$ cat src/logic/pic_pkg.sv
// Shared constants and types for the prioritized interrupt controller and its core end.
package pic_pkg;

   // ************************************************************
   // Sizes and types
   // ************************************************************
   localparam int NUM_SRC = 8;
   localparam int NUM_LVL = 4;
   typedef logic [1:0] pic_lvl_t;
   typedef logic [2:0] pic_src_t;

   // ************************************************************
   // Special function register addresses
   // ************************************************************
   localparam logic [7:0] ADDR_ENABLE  = 8'ha8;
   localparam logic [7:0] ADDR_PRIO_LO = 8'hb8;
   localparam logic [7:0] ADDR_PRIO_HI = 8'hb7;
   localparam logic [7:0] ADDR_TIMCTL  = 8'h88;
   localparam logic [7:0] ADDR_SERCTL  = 8'h98;
   localparam logic [7:0] ADDR_PWRCTL  = 8'h87;
   localparam logic [7:0] ADDR_ADCCTL  = 8'hbc;
   localparam logic [7:0] ADDR_CACTL   = 8'hd8;
   localparam logic [7:0] ADDR_CAMODE  = 8'hd9;
   localparam logic [7:0] ADDR_CAMOD0  = 8'hda;
   localparam logic [7:0] ADDR_CAMOD1  = 8'hdb;
   localparam logic [7:0] REG_RESET    = 8'h00;

   // ************************************************************
   // Field positions
   // ************************************************************
   localparam int EN_GLOBAL_BIT  = 7;
   localparam int TC_T1OVF_BIT   = 7;
   localparam int TC_T0OVF_BIT   = 5;
   localparam int TC_X1REQ_BIT   = 3;
   localparam int TC_X1TRIG_BIT  = 2;
   localparam int TC_X0REQ_BIT   = 1;
   localparam int TC_X0TRIG_BIT  = 0;
   localparam int SC_TXDONE_BIT  = 1;
   localparam int SC_RXDONE_BIT  = 0;
   localparam int ADC_DONE_BIT   = 4;
   localparam int PC_LOWVOLT_BIT = 5;
   localparam int CC_OVF_BIT     = 7;
   localparam int CC_M1EVT_BIT   = 1;
   localparam int CC_M0EVT_BIT   = 0;
   localparam int CM_OVFEN_BIT   = 0;
   localparam int CAM_EVTEN_BIT  = 0;

   // ************************************************************
   // Sources in polling order and vectors
   // ************************************************************
   localparam pic_src_t SRC_EXT0    = 3'h0;
   localparam pic_src_t SRC_TIMER0  = 3'h1;
   localparam pic_src_t SRC_EXT1    = 3'h2;
   localparam pic_src_t SRC_TIMER1  = 3'h3;
   localparam pic_src_t SRC_SERIAL  = 3'h4;
   localparam pic_src_t SRC_ADC     = 3'h5;
   localparam pic_src_t SRC_LOWVOLT = 3'h6;
   localparam pic_src_t SRC_CA      = 3'h7;
   localparam logic [15:0] VEC_BASE      = 16'h0003;
   localparam int          VEC_STEP_LOG2 = 3;

endpackage : pic_pkg

$ cat src/logic/pic_if.sv
// Link between the interrupt controller and the core instruction sequencer.
`timescale 1ns/1ps
interface pic_if;

   // ************************************************************
   // Request, acknowledge and return
   // ************************************************************
   logic                irqReq;
   logic [15:0]         irqVector;
   pic_pkg::pic_src_t   irqSrc;
   logic                irqAck;
   pic_pkg::pic_src_t   ackSrc;
   logic                retiExec;

   // ************************************************************
   // Special function register access
   // ************************************************************
   logic                sfrWr;
   logic [7:0]          sfrAddr;
   logic [7:0]          sfrWdata;
   logic [7:0]          sfrRdata;

   modport ctl (
      output irqReq, irqVector, irqSrc, sfrRdata,
      input  irqAck, ackSrc, retiExec, sfrWr, sfrAddr, sfrWdata
   );

   modport cpu (
      input  irqReq, irqVector, irqSrc, sfrRdata,
      output irqAck, ackSrc, retiExec, sfrWr, sfrAddr, sfrWdata
   );

endinterface : pic_if

$ cat src/logic/pic_ctl_end.sv
// Interrupt controller: request flags, enables, priorities, vectoring and nesting.
`timescale 1ns/1ps
// What this block does
// - Eight sources, each on four levels.
// - Global enable gates every source enable.
// - Long call to vector after instruction ends.
// - Return resumes the interrupted instruction stream.
// - Flags set regardless; disabled ones ignored.
// - Level is high bit, low bit pair.
// - Lower levels never preempt a running routine.
// - Higher level wins among simultaneous requests.
// - Same level: fixed polling order, pin0 first.
// - Vectors 0003H upward in steps of eight.
// - External pins level or edge triggered.
// - Vectoring clears external flag only when edge.
// - Timer overflow flags cleared on vectoring.
// - Serial request ORs receive and transmit done.
// - Converter done flag, software clears it.
// - Low voltage flag, software clears it.
// - Counter array ORs three gated flags.
// - Software writes every flag like hardware, except external flags in level mode.
// - Enable bit one enables, zero disables.
// - Top level routine cannot be preempted.
module pic_ctl_end (
   // Clock and reset
   input  wire logic  clk,
   input  wire logic  sys_rst,
   // Link to the core
   pic_if.ctl         cpu,
   // External pins, active low, asynchronous
   input  wire logic  extPin0N,
   input  wire logic  extPin1N,
   // Peripheral events, one-cycle pulses on clk
   input  wire logic  timer0Ovf,
   input  wire logic  timer1Ovf,
   input  wire logic  rxDone,
   input  wire logic  txDone,
   input  wire logic  adcDone,
   input  wire logic  lowVoltEvt,
   input  wire logic  caOvf,
   input  wire logic  mod0Evt,
   input  wire logic  mod1Evt,
   // Status
   output logic [3:0] levelsInService
);

   // ************************************************************
   // State
   // ************************************************************
   typedef struct packed {
      logic [7:0]        enable;
      logic [7:0]        prioLo;
      logic [7:0]        prioHi;
      logic              x0Trig;
      logic              x1Trig;
      logic              x0Req;
      logic              x1Req;
      logic              t0Ovf;
      logic              t1Ovf;
      logic              rxDone;
      logic              txDone;
      logic              adcDone;
      logic              lowVolt;
      logic              caOvf;
      logic              m0Evt;
      logic              m1Evt;
      logic              caOvfEn;
      logic              m0EvtEn;
      logic              m1EvtEn;
      logic [2:0]        pin0Sync;
      logic [2:0]        pin1Sync;
      logic [3:0]        inSvc;
      logic              irqReq;
      pic_pkg::pic_src_t irqSrc;
      logic [15:0]       irqVector;
      logic [7:0]        rdata;
   } pic_ctl_state_t;

   pic_ctl_state_t    q;
   pic_ctl_state_t    d;
   logic [7:0]        req;
   logic              found;
   pic_pkg::pic_lvl_t bestLvl;
   pic_pkg::pic_src_t bestSrc;
   pic_pkg::pic_lvl_t actLvl;
   pic_pkg::pic_lvl_t ackLvl;
   logic              cleared;
   logic              pin0Fall;
   logic              pin1Fall;
   logic              wrTim;
   logic              ackT0;
   logic              ackT1;
   logic              ackX0;
   logic              ackX1;
   logic [7:0]        wd;

   // Hardware set takes precedence over any clear in the same cycle.
   function automatic logic flagNext(
      input logic cur,
      input logic set,
      input logic wr,
      input logic wbit,
      input logic clr
   );
      return set | (wr ? wbit : (cur & ~clr));
   endfunction : flagNext

   function automatic logic isWr(input logic [7:0] a, input logic [7:0] target);
      return cpu.sfrWr && (a == target);
   endfunction : isWr

   // ************************************************************
   // Next state
   // ************************************************************
   always_comb
   begin
      d  = q;
      wd = cpu.sfrWdata;

      // The first synchroniser stage feeds only the second.
      d.pin0Sync = {q.pin0Sync[1:0], ~extPin0N};
      d.pin1Sync = {q.pin1Sync[1:0], ~extPin1N};
      pin0Fall   = q.pin0Sync[1] & ~q.pin0Sync[2];
      pin1Fall   = q.pin1Sync[1] & ~q.pin1Sync[2];

      if (isWr(cpu.sfrAddr, pic_pkg::ADDR_ENABLE))
         d.enable = wd;
      if (isWr(cpu.sfrAddr, pic_pkg::ADDR_PRIO_LO))
         d.prioLo = wd;
      if (isWr(cpu.sfrAddr, pic_pkg::ADDR_PRIO_HI))
         d.prioHi = wd;

      wrTim = isWr(cpu.sfrAddr, pic_pkg::ADDR_TIMCTL);
      if (wrTim)
      begin
         d.x0Trig = wd[pic_pkg::TC_X0TRIG_BIT];
         d.x1Trig = wd[pic_pkg::TC_X1TRIG_BIT];
      end

      ackX0 = cpu.irqAck && (cpu.ackSrc == pic_pkg::SRC_EXT0) && q.x0Trig;
      ackX1 = cpu.irqAck && (cpu.ackSrc == pic_pkg::SRC_EXT1) && q.x1Trig;
      ackT0 = cpu.irqAck && (cpu.ackSrc == pic_pkg::SRC_TIMER0);
      ackT1 = cpu.irqAck && (cpu.ackSrc == pic_pkg::SRC_TIMER1);

      // In level mode the pin owns the flag, so a software write there is overridden.
      d.x0Req = d.x0Trig ? flagNext(q.x0Req, pin0Fall, wrTim, wd[pic_pkg::TC_X0REQ_BIT], ackX0)
                         : q.pin0Sync[1];
      d.x1Req = d.x1Trig ? flagNext(q.x1Req, pin1Fall, wrTim, wd[pic_pkg::TC_X1REQ_BIT], ackX1)
                         : q.pin1Sync[1];
      d.t0Ovf = flagNext(q.t0Ovf, timer0Ovf, wrTim, wd[pic_pkg::TC_T0OVF_BIT], ackT0);
      d.t1Ovf = flagNext(q.t1Ovf, timer1Ovf, wrTim, wd[pic_pkg::TC_T1OVF_BIT], ackT1);

      // Remaining flags are never cleared by vectoring.
      d.rxDone  = flagNext(q.rxDone, rxDone, isWr(cpu.sfrAddr, pic_pkg::ADDR_SERCTL),
                           wd[pic_pkg::SC_RXDONE_BIT], 1'b0);
      d.txDone  = flagNext(q.txDone, txDone, isWr(cpu.sfrAddr, pic_pkg::ADDR_SERCTL),
                           wd[pic_pkg::SC_TXDONE_BIT], 1'b0);
      d.adcDone = flagNext(q.adcDone, adcDone, isWr(cpu.sfrAddr, pic_pkg::ADDR_ADCCTL),
                           wd[pic_pkg::ADC_DONE_BIT], 1'b0);
      d.lowVolt = flagNext(q.lowVolt, lowVoltEvt, isWr(cpu.sfrAddr, pic_pkg::ADDR_PWRCTL),
                           wd[pic_pkg::PC_LOWVOLT_BIT], 1'b0);
      d.caOvf   = flagNext(q.caOvf, caOvf, isWr(cpu.sfrAddr, pic_pkg::ADDR_CACTL),
                           wd[pic_pkg::CC_OVF_BIT], 1'b0);
      d.m0Evt   = flagNext(q.m0Evt, mod0Evt, isWr(cpu.sfrAddr, pic_pkg::ADDR_CACTL),
                           wd[pic_pkg::CC_M0EVT_BIT], 1'b0);
      d.m1Evt   = flagNext(q.m1Evt, mod1Evt, isWr(cpu.sfrAddr, pic_pkg::ADDR_CACTL),
                           wd[pic_pkg::CC_M1EVT_BIT], 1'b0);
      if (isWr(cpu.sfrAddr, pic_pkg::ADDR_CAMODE))
         d.caOvfEn = wd[pic_pkg::CM_OVFEN_BIT];
      if (isWr(cpu.sfrAddr, pic_pkg::ADDR_CAMOD0))
         d.m0EvtEn = wd[pic_pkg::CAM_EVTEN_BIT];
      if (isWr(cpu.sfrAddr, pic_pkg::ADDR_CAMOD1))
         d.m1EvtEn = wd[pic_pkg::CAM_EVTEN_BIT];

      // Pending flags stay set while disabled; only the request is masked.
      req[pic_pkg::SRC_EXT0]    = q.x0Req & q.enable[pic_pkg::SRC_EXT0];
      req[pic_pkg::SRC_TIMER0]  = q.t0Ovf & q.enable[pic_pkg::SRC_TIMER0];
      req[pic_pkg::SRC_EXT1]    = q.x1Req & q.enable[pic_pkg::SRC_EXT1];
      req[pic_pkg::SRC_TIMER1]  = q.t1Ovf & q.enable[pic_pkg::SRC_TIMER1];
      req[pic_pkg::SRC_SERIAL]  = (q.rxDone | q.txDone) & q.enable[pic_pkg::SRC_SERIAL];
      req[pic_pkg::SRC_ADC]     = q.adcDone & q.enable[pic_pkg::SRC_ADC];
      req[pic_pkg::SRC_LOWVOLT] = q.lowVolt & q.enable[pic_pkg::SRC_LOWVOLT];
      req[pic_pkg::SRC_CA]      = (q.caOvf & q.caOvfEn) | (q.m0Evt & q.m0EvtEn)
                                | (q.m1Evt & q.m1EvtEn);
      req = req & {pic_pkg::NUM_SRC{q.enable[pic_pkg::EN_GLOBAL_BIT]}};

      // Scan from last to first so equal levels fall to the lower index.
      found   = 1'b0;
      bestLvl = '0;
      bestSrc = '0;
      for (int i = pic_pkg::NUM_SRC - 1; i >= 0; i--)
      begin
         if (req[i] && (!found || ({q.prioHi[i], q.prioLo[i]} >= bestLvl)))
         begin
            found   = 1'b1;
            bestLvl = {q.prioHi[i], q.prioLo[i]};
            bestSrc = pic_pkg::pic_src_t'(i);
         end
      end

      actLvl = '0;
      for (int j = 0; j < pic_pkg::NUM_LVL; j++)
      begin
         if (q.inSvc[j])
            actLvl = pic_pkg::pic_lvl_t'(j);
      end

      // Only a strictly higher level may nest; a level three routine therefore is never preempted.
      d.irqReq    = found && ((q.inSvc == 4'h0) || (bestLvl > actLvl)) && !cpu.irqAck;
      d.irqSrc    = bestSrc;
      d.irqVector = (16'(bestSrc) << pic_pkg::VEC_STEP_LOG2) + pic_pkg::VEC_BASE;

      // Return releases the highest level in service, then a new call may claim one.
      cleared = 1'b0;
      if (cpu.retiExec)
      begin
         for (int k = pic_pkg::NUM_LVL - 1; k >= 0; k--)
         begin
            if (q.inSvc[k] && !cleared)
            begin
               d.inSvc[k] = 1'b0;
               cleared    = 1'b1;
            end
         end
      end
      ackLvl = {q.prioHi[cpu.ackSrc], q.prioLo[cpu.ackSrc]};
      if (cpu.irqAck)
         d.inSvc[ackLvl] = 1'b1;

      // Bits this block does not hold read as zero.
      case (cpu.sfrAddr)
         pic_pkg::ADDR_ENABLE:  d.rdata = q.enable;
         pic_pkg::ADDR_PRIO_LO: d.rdata = q.prioLo;
         pic_pkg::ADDR_PRIO_HI: d.rdata = q.prioHi;
         pic_pkg::ADDR_TIMCTL:  d.rdata = {q.t1Ovf, 1'b0, q.t0Ovf, 1'b0,
                                          q.x1Req, q.x1Trig, q.x0Req, q.x0Trig};
         pic_pkg::ADDR_SERCTL:  d.rdata = {6'h00, q.txDone, q.rxDone};
         pic_pkg::ADDR_ADCCTL:  d.rdata = 8'(q.adcDone) << pic_pkg::ADC_DONE_BIT;
         pic_pkg::ADDR_PWRCTL:  d.rdata = 8'(q.lowVolt) << pic_pkg::PC_LOWVOLT_BIT;
         pic_pkg::ADDR_CACTL:   d.rdata = {q.caOvf, 5'h00, q.m1Evt, q.m0Evt};
         pic_pkg::ADDR_CAMODE:  d.rdata = {7'h00, q.caOvfEn};
         pic_pkg::ADDR_CAMOD0:  d.rdata = {7'h00, q.m0EvtEn};
         pic_pkg::ADDR_CAMOD1:  d.rdata = {7'h00, q.m1EvtEn};
         default:               d.rdata = pic_pkg::REG_RESET;
      endcase
   end

   // ************************************************************
   // Registers
   // ************************************************************
   always_ff @(posedge clk or posedge sys_rst)
   begin
      if (sys_rst)
         q <= '0;
      else
         q <= d;
   end

   assign cpu.irqReq      = q.irqReq;
   assign cpu.irqSrc      = q.irqSrc;
   assign cpu.irqVector   = q.irqVector;
   assign cpu.sfrRdata    = q.rdata;
   assign levelsInService = q.inSvc;

endmodule : pic_ctl_end

$ cat src/flat_wrapper.sv
// flat-port wrapper written by rule: the top's interface ports become plain ports
module pic_ctl_end_flat 
  (clk, sys_rst, extPin0N, extPin1N, timer0Ovf, timer1Ovf, rxDone, txDone, adcDone, lowVoltEvt, caOvf, mod0Evt, mod1Evt, levelsInService, cpu_irqReq, cpu_irqVector, cpu_irqSrc, cpu_sfrRdata, cpu_irqAck, cpu_ackSrc, cpu_retiExec, cpu_sfrWr, cpu_sfrAddr, cpu_sfrWdata);
  pic_if cpu_i ();
  input  wire logic clk;
  input  wire logic sys_rst;
  input  wire logic extPin0N;
  input  wire logic extPin1N;
  input  wire logic timer0Ovf;
  input  wire logic timer1Ovf;
  input  wire logic rxDone;
  input  wire logic txDone;
  input  wire logic adcDone;
  input  wire logic lowVoltEvt;
  input  wire logic caOvf;
  input  wire logic mod0Evt;
  input  wire logic mod1Evt;
  output logic [3:0] levelsInService;
  output wire logic [$bits(cpu_i.irqReq)-1:0] cpu_irqReq;
  output wire logic [$bits(cpu_i.irqVector)-1:0] cpu_irqVector;
  output wire logic [$bits(cpu_i.irqSrc)-1:0] cpu_irqSrc;
  output wire logic [$bits(cpu_i.sfrRdata)-1:0] cpu_sfrRdata;
  input wire logic [$bits(cpu_i.irqAck)-1:0] cpu_irqAck;
  input wire logic [$bits(cpu_i.ackSrc)-1:0] cpu_ackSrc;
  input wire logic [$bits(cpu_i.retiExec)-1:0] cpu_retiExec;
  input wire logic [$bits(cpu_i.sfrWr)-1:0] cpu_sfrWr;
  input wire logic [$bits(cpu_i.sfrAddr)-1:0] cpu_sfrAddr;
  input wire logic [$bits(cpu_i.sfrWdata)-1:0] cpu_sfrWdata;
  assign cpu_irqReq = cpu_i.irqReq;
  assign cpu_irqVector = cpu_i.irqVector;
  assign cpu_irqSrc = cpu_i.irqSrc;
  assign cpu_sfrRdata = cpu_i.sfrRdata;
  assign cpu_i.irqAck = cpu_irqAck;
  assign cpu_i.ackSrc = cpu_ackSrc;
  assign cpu_i.retiExec = cpu_retiExec;
  assign cpu_i.sfrWr = cpu_sfrWr;
  assign cpu_i.sfrAddr = cpu_sfrAddr;
  assign cpu_i.sfrWdata = cpu_sfrWdata;
  pic_ctl_end u_core (.clk(clk), .sys_rst(sys_rst), .cpu(cpu_i), .extPin0N(extPin0N), .extPin1N(extPin1N), .timer0Ovf(timer0Ovf), .timer1Ovf(timer1Ovf), .rxDone(rxDone), .txDone(txDone), .adcDone(adcDone), .lowVoltEvt(lowVoltEvt), .caOvf(caOvf), .mod0Evt(mod0Evt), .mod1Evt(mod1Evt), .levelsInService(levelsInService));
endmodule
$ cat config.mk
export PLATFORM = sky130hd
export DESIGN_NAME = pic_ctl_end_flat
export DESIGN_NICKNAME = d
export VERILOG_FILES = /design/src/logic/pic_pkg.sv /design/src/logic/pic_if.sv /design/src/logic/pic_ctl_end.sv /design/src/flat_wrapper.sv
export SDC_FILE = /design/constraint.sdc
export NUM_CORES = 1
export LEC_CHECK = 0
export BUFFER_PORTS_ARGS = -buffer_cell sky130_fd_sc_hd__buf_2
export CAP_MARGIN = 30
export CORE_ASPECT_RATIO = 0.8
export CORE_UTILIZATION = 35
export CTS_CLUSTER_DIAMETER = 60
export DETAILED_ROUTE_END_ITERATION = 16
export GPL_ROUTABILITY_DRIVEN = 0
export HOLD_SLACK_MARGIN = 0.05
export PLACE_DENSITY = 0.68
export SKIP_LAST_GASP = 1
export SYNTH_ARGS = -nofsm -noshare
export SYNTH_HDL_FRONTEND = slang
export SYNTH_SLANG_ARGS = --single-unit
$ cat constraint.sdc
create_clock -name clk -period 10.24 [get_ports clk]
set_input_delay 2.56 -clock clk [delete_from_list [all_inputs] [get_ports clk]]
set_output_delay 2.56 -clock clk [all_outputs]
set_load 0.02 [all_outputs]
==> metrics <==
status finished clean; Residual DRC 0; syn avg cell area between 10 and 15 um2; TritonCTS clock tree built; Final Total Pwr roughly 0.70 mW; Max Cap Violations 0; reg-to-reg startpoint u_core.q[41]; I/O pins 67; VDD IR max 93.6 uV; Worst Skew 7.78 ps; CTS sink cnt 63; startpoint types flop; port bufs 55; WS Path Type reg -> reg; Yosys top cell area share 39.9%; Core Area around 11000 um2; cell mode on critical path ha_1; CP Data Arrival Time 10130 ps; Worst R2R End u_core.cpu.irqReq; Worst Tran Pin Value about 800 ps; n_diodes 0; Max Transition Viols Final 0; pwr/cell area 150 nW/um2; first-pass GRT wire length 16300 um; Leak 2.27 nW; WP data required 10470 ps; die width approximately 120 um; vias in the first global route 3128; largest net degree at the start of global routing 64; area grow syn2layout 18.4%; CTS buffer count 9; Initial DRT Pass Iterations 5; remaining global-route overflow 0; Antenna Nets Post-Route 0; f_max 101 MHz; All-Layer GR Usage 18.1%; synthesized cell area 3950 um2; FF+latch count, synth 63; Routed wire per std cell 17.2 um; Reg clk slew, reported paths 60 ps; register area share after synthesis 39.9%; largest cells by area after synthesis dfrtp_1 (40%), mux2_2 (8.3%), buf_4 (5.9%), ha_1 (5.1%), nand2_1 (3.1%); final WL a little over 10000 um; async set-reset flop share out of synthesis 100%; crit path from u_core.q[41]; cell count after synthesis between 300 and 400; Final #Nets 489; count of final setup violators 0; Worst R2R Path Depth 47; post-layout minimum cycle time 9910 ps; Hold Vio Cnt, Final 0; Hold-fix buffers, CTS 0; hold depth 0; Slowest cell on crit path or3b_2; Worst path top cell family by delay compound AO/OA/AOI/OAI gates; Final Non-Filler Cells 587; Hold Crit Class reg -> reg; Hold Startpoint u_core.d[33]; Unique masters post-synth just under 60; post-route clock period utilization a little over nine tenths; post-DR vias/cell between 5 and 6; EDFF count, synth 0; leading area contributor after synthesis dfrtp_1; die height 97.0 um; Initial Util 36.1%; max incr delay on CP 480 ps; Hold EP u_core.d[34]; 1st-iter DRT viols 246; die area ~12000 um2; R2R setup slack ~330 ps; Via Count 3209; initial antenna violation count 0; # rows 34; CTS Buffer Depth 2; Cell Count Post-Placement 562; CTS H-Tree Depth 3; Critical Path End Type flop; crit-path max FO 8; clk_lat worst skew roughly 340 ps; Synth warnings 0; Max transition margin 45.3%; top_reg_cell synth dfrtp_1; layout cells sized above 1 32.5%; post-detail-place hpwl 7250 um; clock root cell clkbuf_16; Worst Path Buf+Inv 3
## logic make-up after synthesis
family          after synthesis  share of synthesized area (%)
other cells                   2                          0.190
simple gates                109                           15.5
fa+ha+maj                    16                           5.07
buf+inv                      65                           9.89
flops                        63                           39.9
mux                          38                           11.8
compound gates               94                           17.6
## registers in the layout, summed over array words and instances (netlist names)
register / flops
u_core.levelsInService: 4
u_core.q: 42
u_core.cpu.irqReq: 1
u_core.cpu.sfrRdata: 8
u_core.cpu.irqVector: 1
u_core.cpu.irqSrc: 3
u_core.d: 4
## cell usage in the layout, fill, tap and decap left out, types with 4 or more instances in the layout
master,synthesis,layout
dfrtp_1,63,63
buf_2,1,55
nand2_1,33,33
mux2_2,29,29
inv_1,25,24
ha_1,16,16
a21oi_1,19,15
buf_4,31,15
nor2_1,14,14
nand3_1,13,13
conb_1,2,12
o21ai_0,11,9
nand2b_1,9,9
clkbuf_16,0,9
a222oi_1,8,8
a21o_1,7,7
and3_1,7,7
a211o_1,6,6
nor3_1,5,5
o21ai_1,4,5
mux2i_1,5,5
a22oi_1,5,5
a21oi_2,0,4
and2_1,4,4
a211oi_2,2,4
a21boi_0,4,4
mux4_2,4,4
a311oi_1,4,4
## metal layers
layer	wire [um]	up-vias	global-route usage [%]
li1	-	1485	-
met1	4530	1578	25.3
met2	4620	129	27.1
met3	726	17	3.89
met4	191	0	6.93
met5	0	-	0
## how the worst max path moves through the flow
stage	endpoint	slack, ps	depth (start not counted)
floorplan	u_core.cpu.irqReq	650	49
global placement	u_core.cpu.irqReq	200	50
detailed placement	u_core.cpu.irqReq	-260	50
CTS	u_core.cpu.irqReq	30	49
global route	u_core.cpu.irqReq	-90	49
finish	u_core.cpu.irqReq	330	47
## stage by stage
step	hold WS, ps	setup TNS, ps	worst slack [ps]	util (%)	cell area, um2
after global routing	352	-88.0	-88.0	42.8	4680
after global placement	333	0	199	38.3	4190
final	346	0	334	42.8	4680
after CTS	349	0	31.9	41.8	4570
after floorplan	331	0	646	-	3990
after detailed placement	336	-261	-261	38.3	4190
## synthesized netlist by cell type, types with 2 or more instances
| master | instances |
|---|---|
| dfrtp_1 | 63 |
| nand2_1 | 33 |
| buf_4 | 31 |
| mux2_2 | 29 |
| inv_1 | 25 |
| a21oi_1 | 19 |
| ha_1 | 16 |
| nor2_1 | 14 |
| nand3_1 | 13 |
| o21ai_0 | 11 |
| nand2b_1 | 9 |
| a222oi_1 | 8 |
| a21o_1 | 7 |
| and3_1 | 7 |
| a211o_1 | 6 |
| a22oi_1 | 5 |
| mux2i_1 | 5 |
| nor3_1 | 5 |
| a211oi_1 | 4 |
| a21boi_0 | 4 |
| a311oi_1 | 4 |
| and2_1 | 4 |
| clkbuf_1 | 4 |
| mux4_2 | 4 |
| o21ai_1 | 4 |
| a22o_1 | 3 |
| a2bb2oi_1 | 3 |
| buf_6 | 3 |
| nand3b_1 | 3 |
| nand4_1 | 3 |
| nand4b_1 | 3 |
| a211oi_2 | 2 |
| a311o_1 | 2 |
| a31oi_1 | 2 |
| conb_1 | 2 |
| nor4_1 | 2 |
| o211a_1 | 2 |
| o22ai_1 | 2 |
| or4b_4 | 2 |
## what timing repair did
action                                  CTS  global route
gates resized for setup                   2            13
pin swaps                                 3             5
cloned                                    0             0
endpoints found under the setup margin    1             2
buffers inserted                          2             7
## cell type report
type                            instances  area [um2]
Clock buffer                           10         239
Sequential cell                        63        1580
Multi-Input combinational cell        269        2080
Timing Repair Buffer                   70         388
Clock inverter                          6         116
Tap cell                              144         180
Fill cell                            1056        6260
Inverter                               25        93.8
## power breakdown
part           leakage, nW  internal (mW)  switching, mW
clock                0.173          0.246          0.118
sequential           0.804          0.258         0.0107
combinational         1.30         0.0285         0.0420
(Power assumes the default switching activity.)
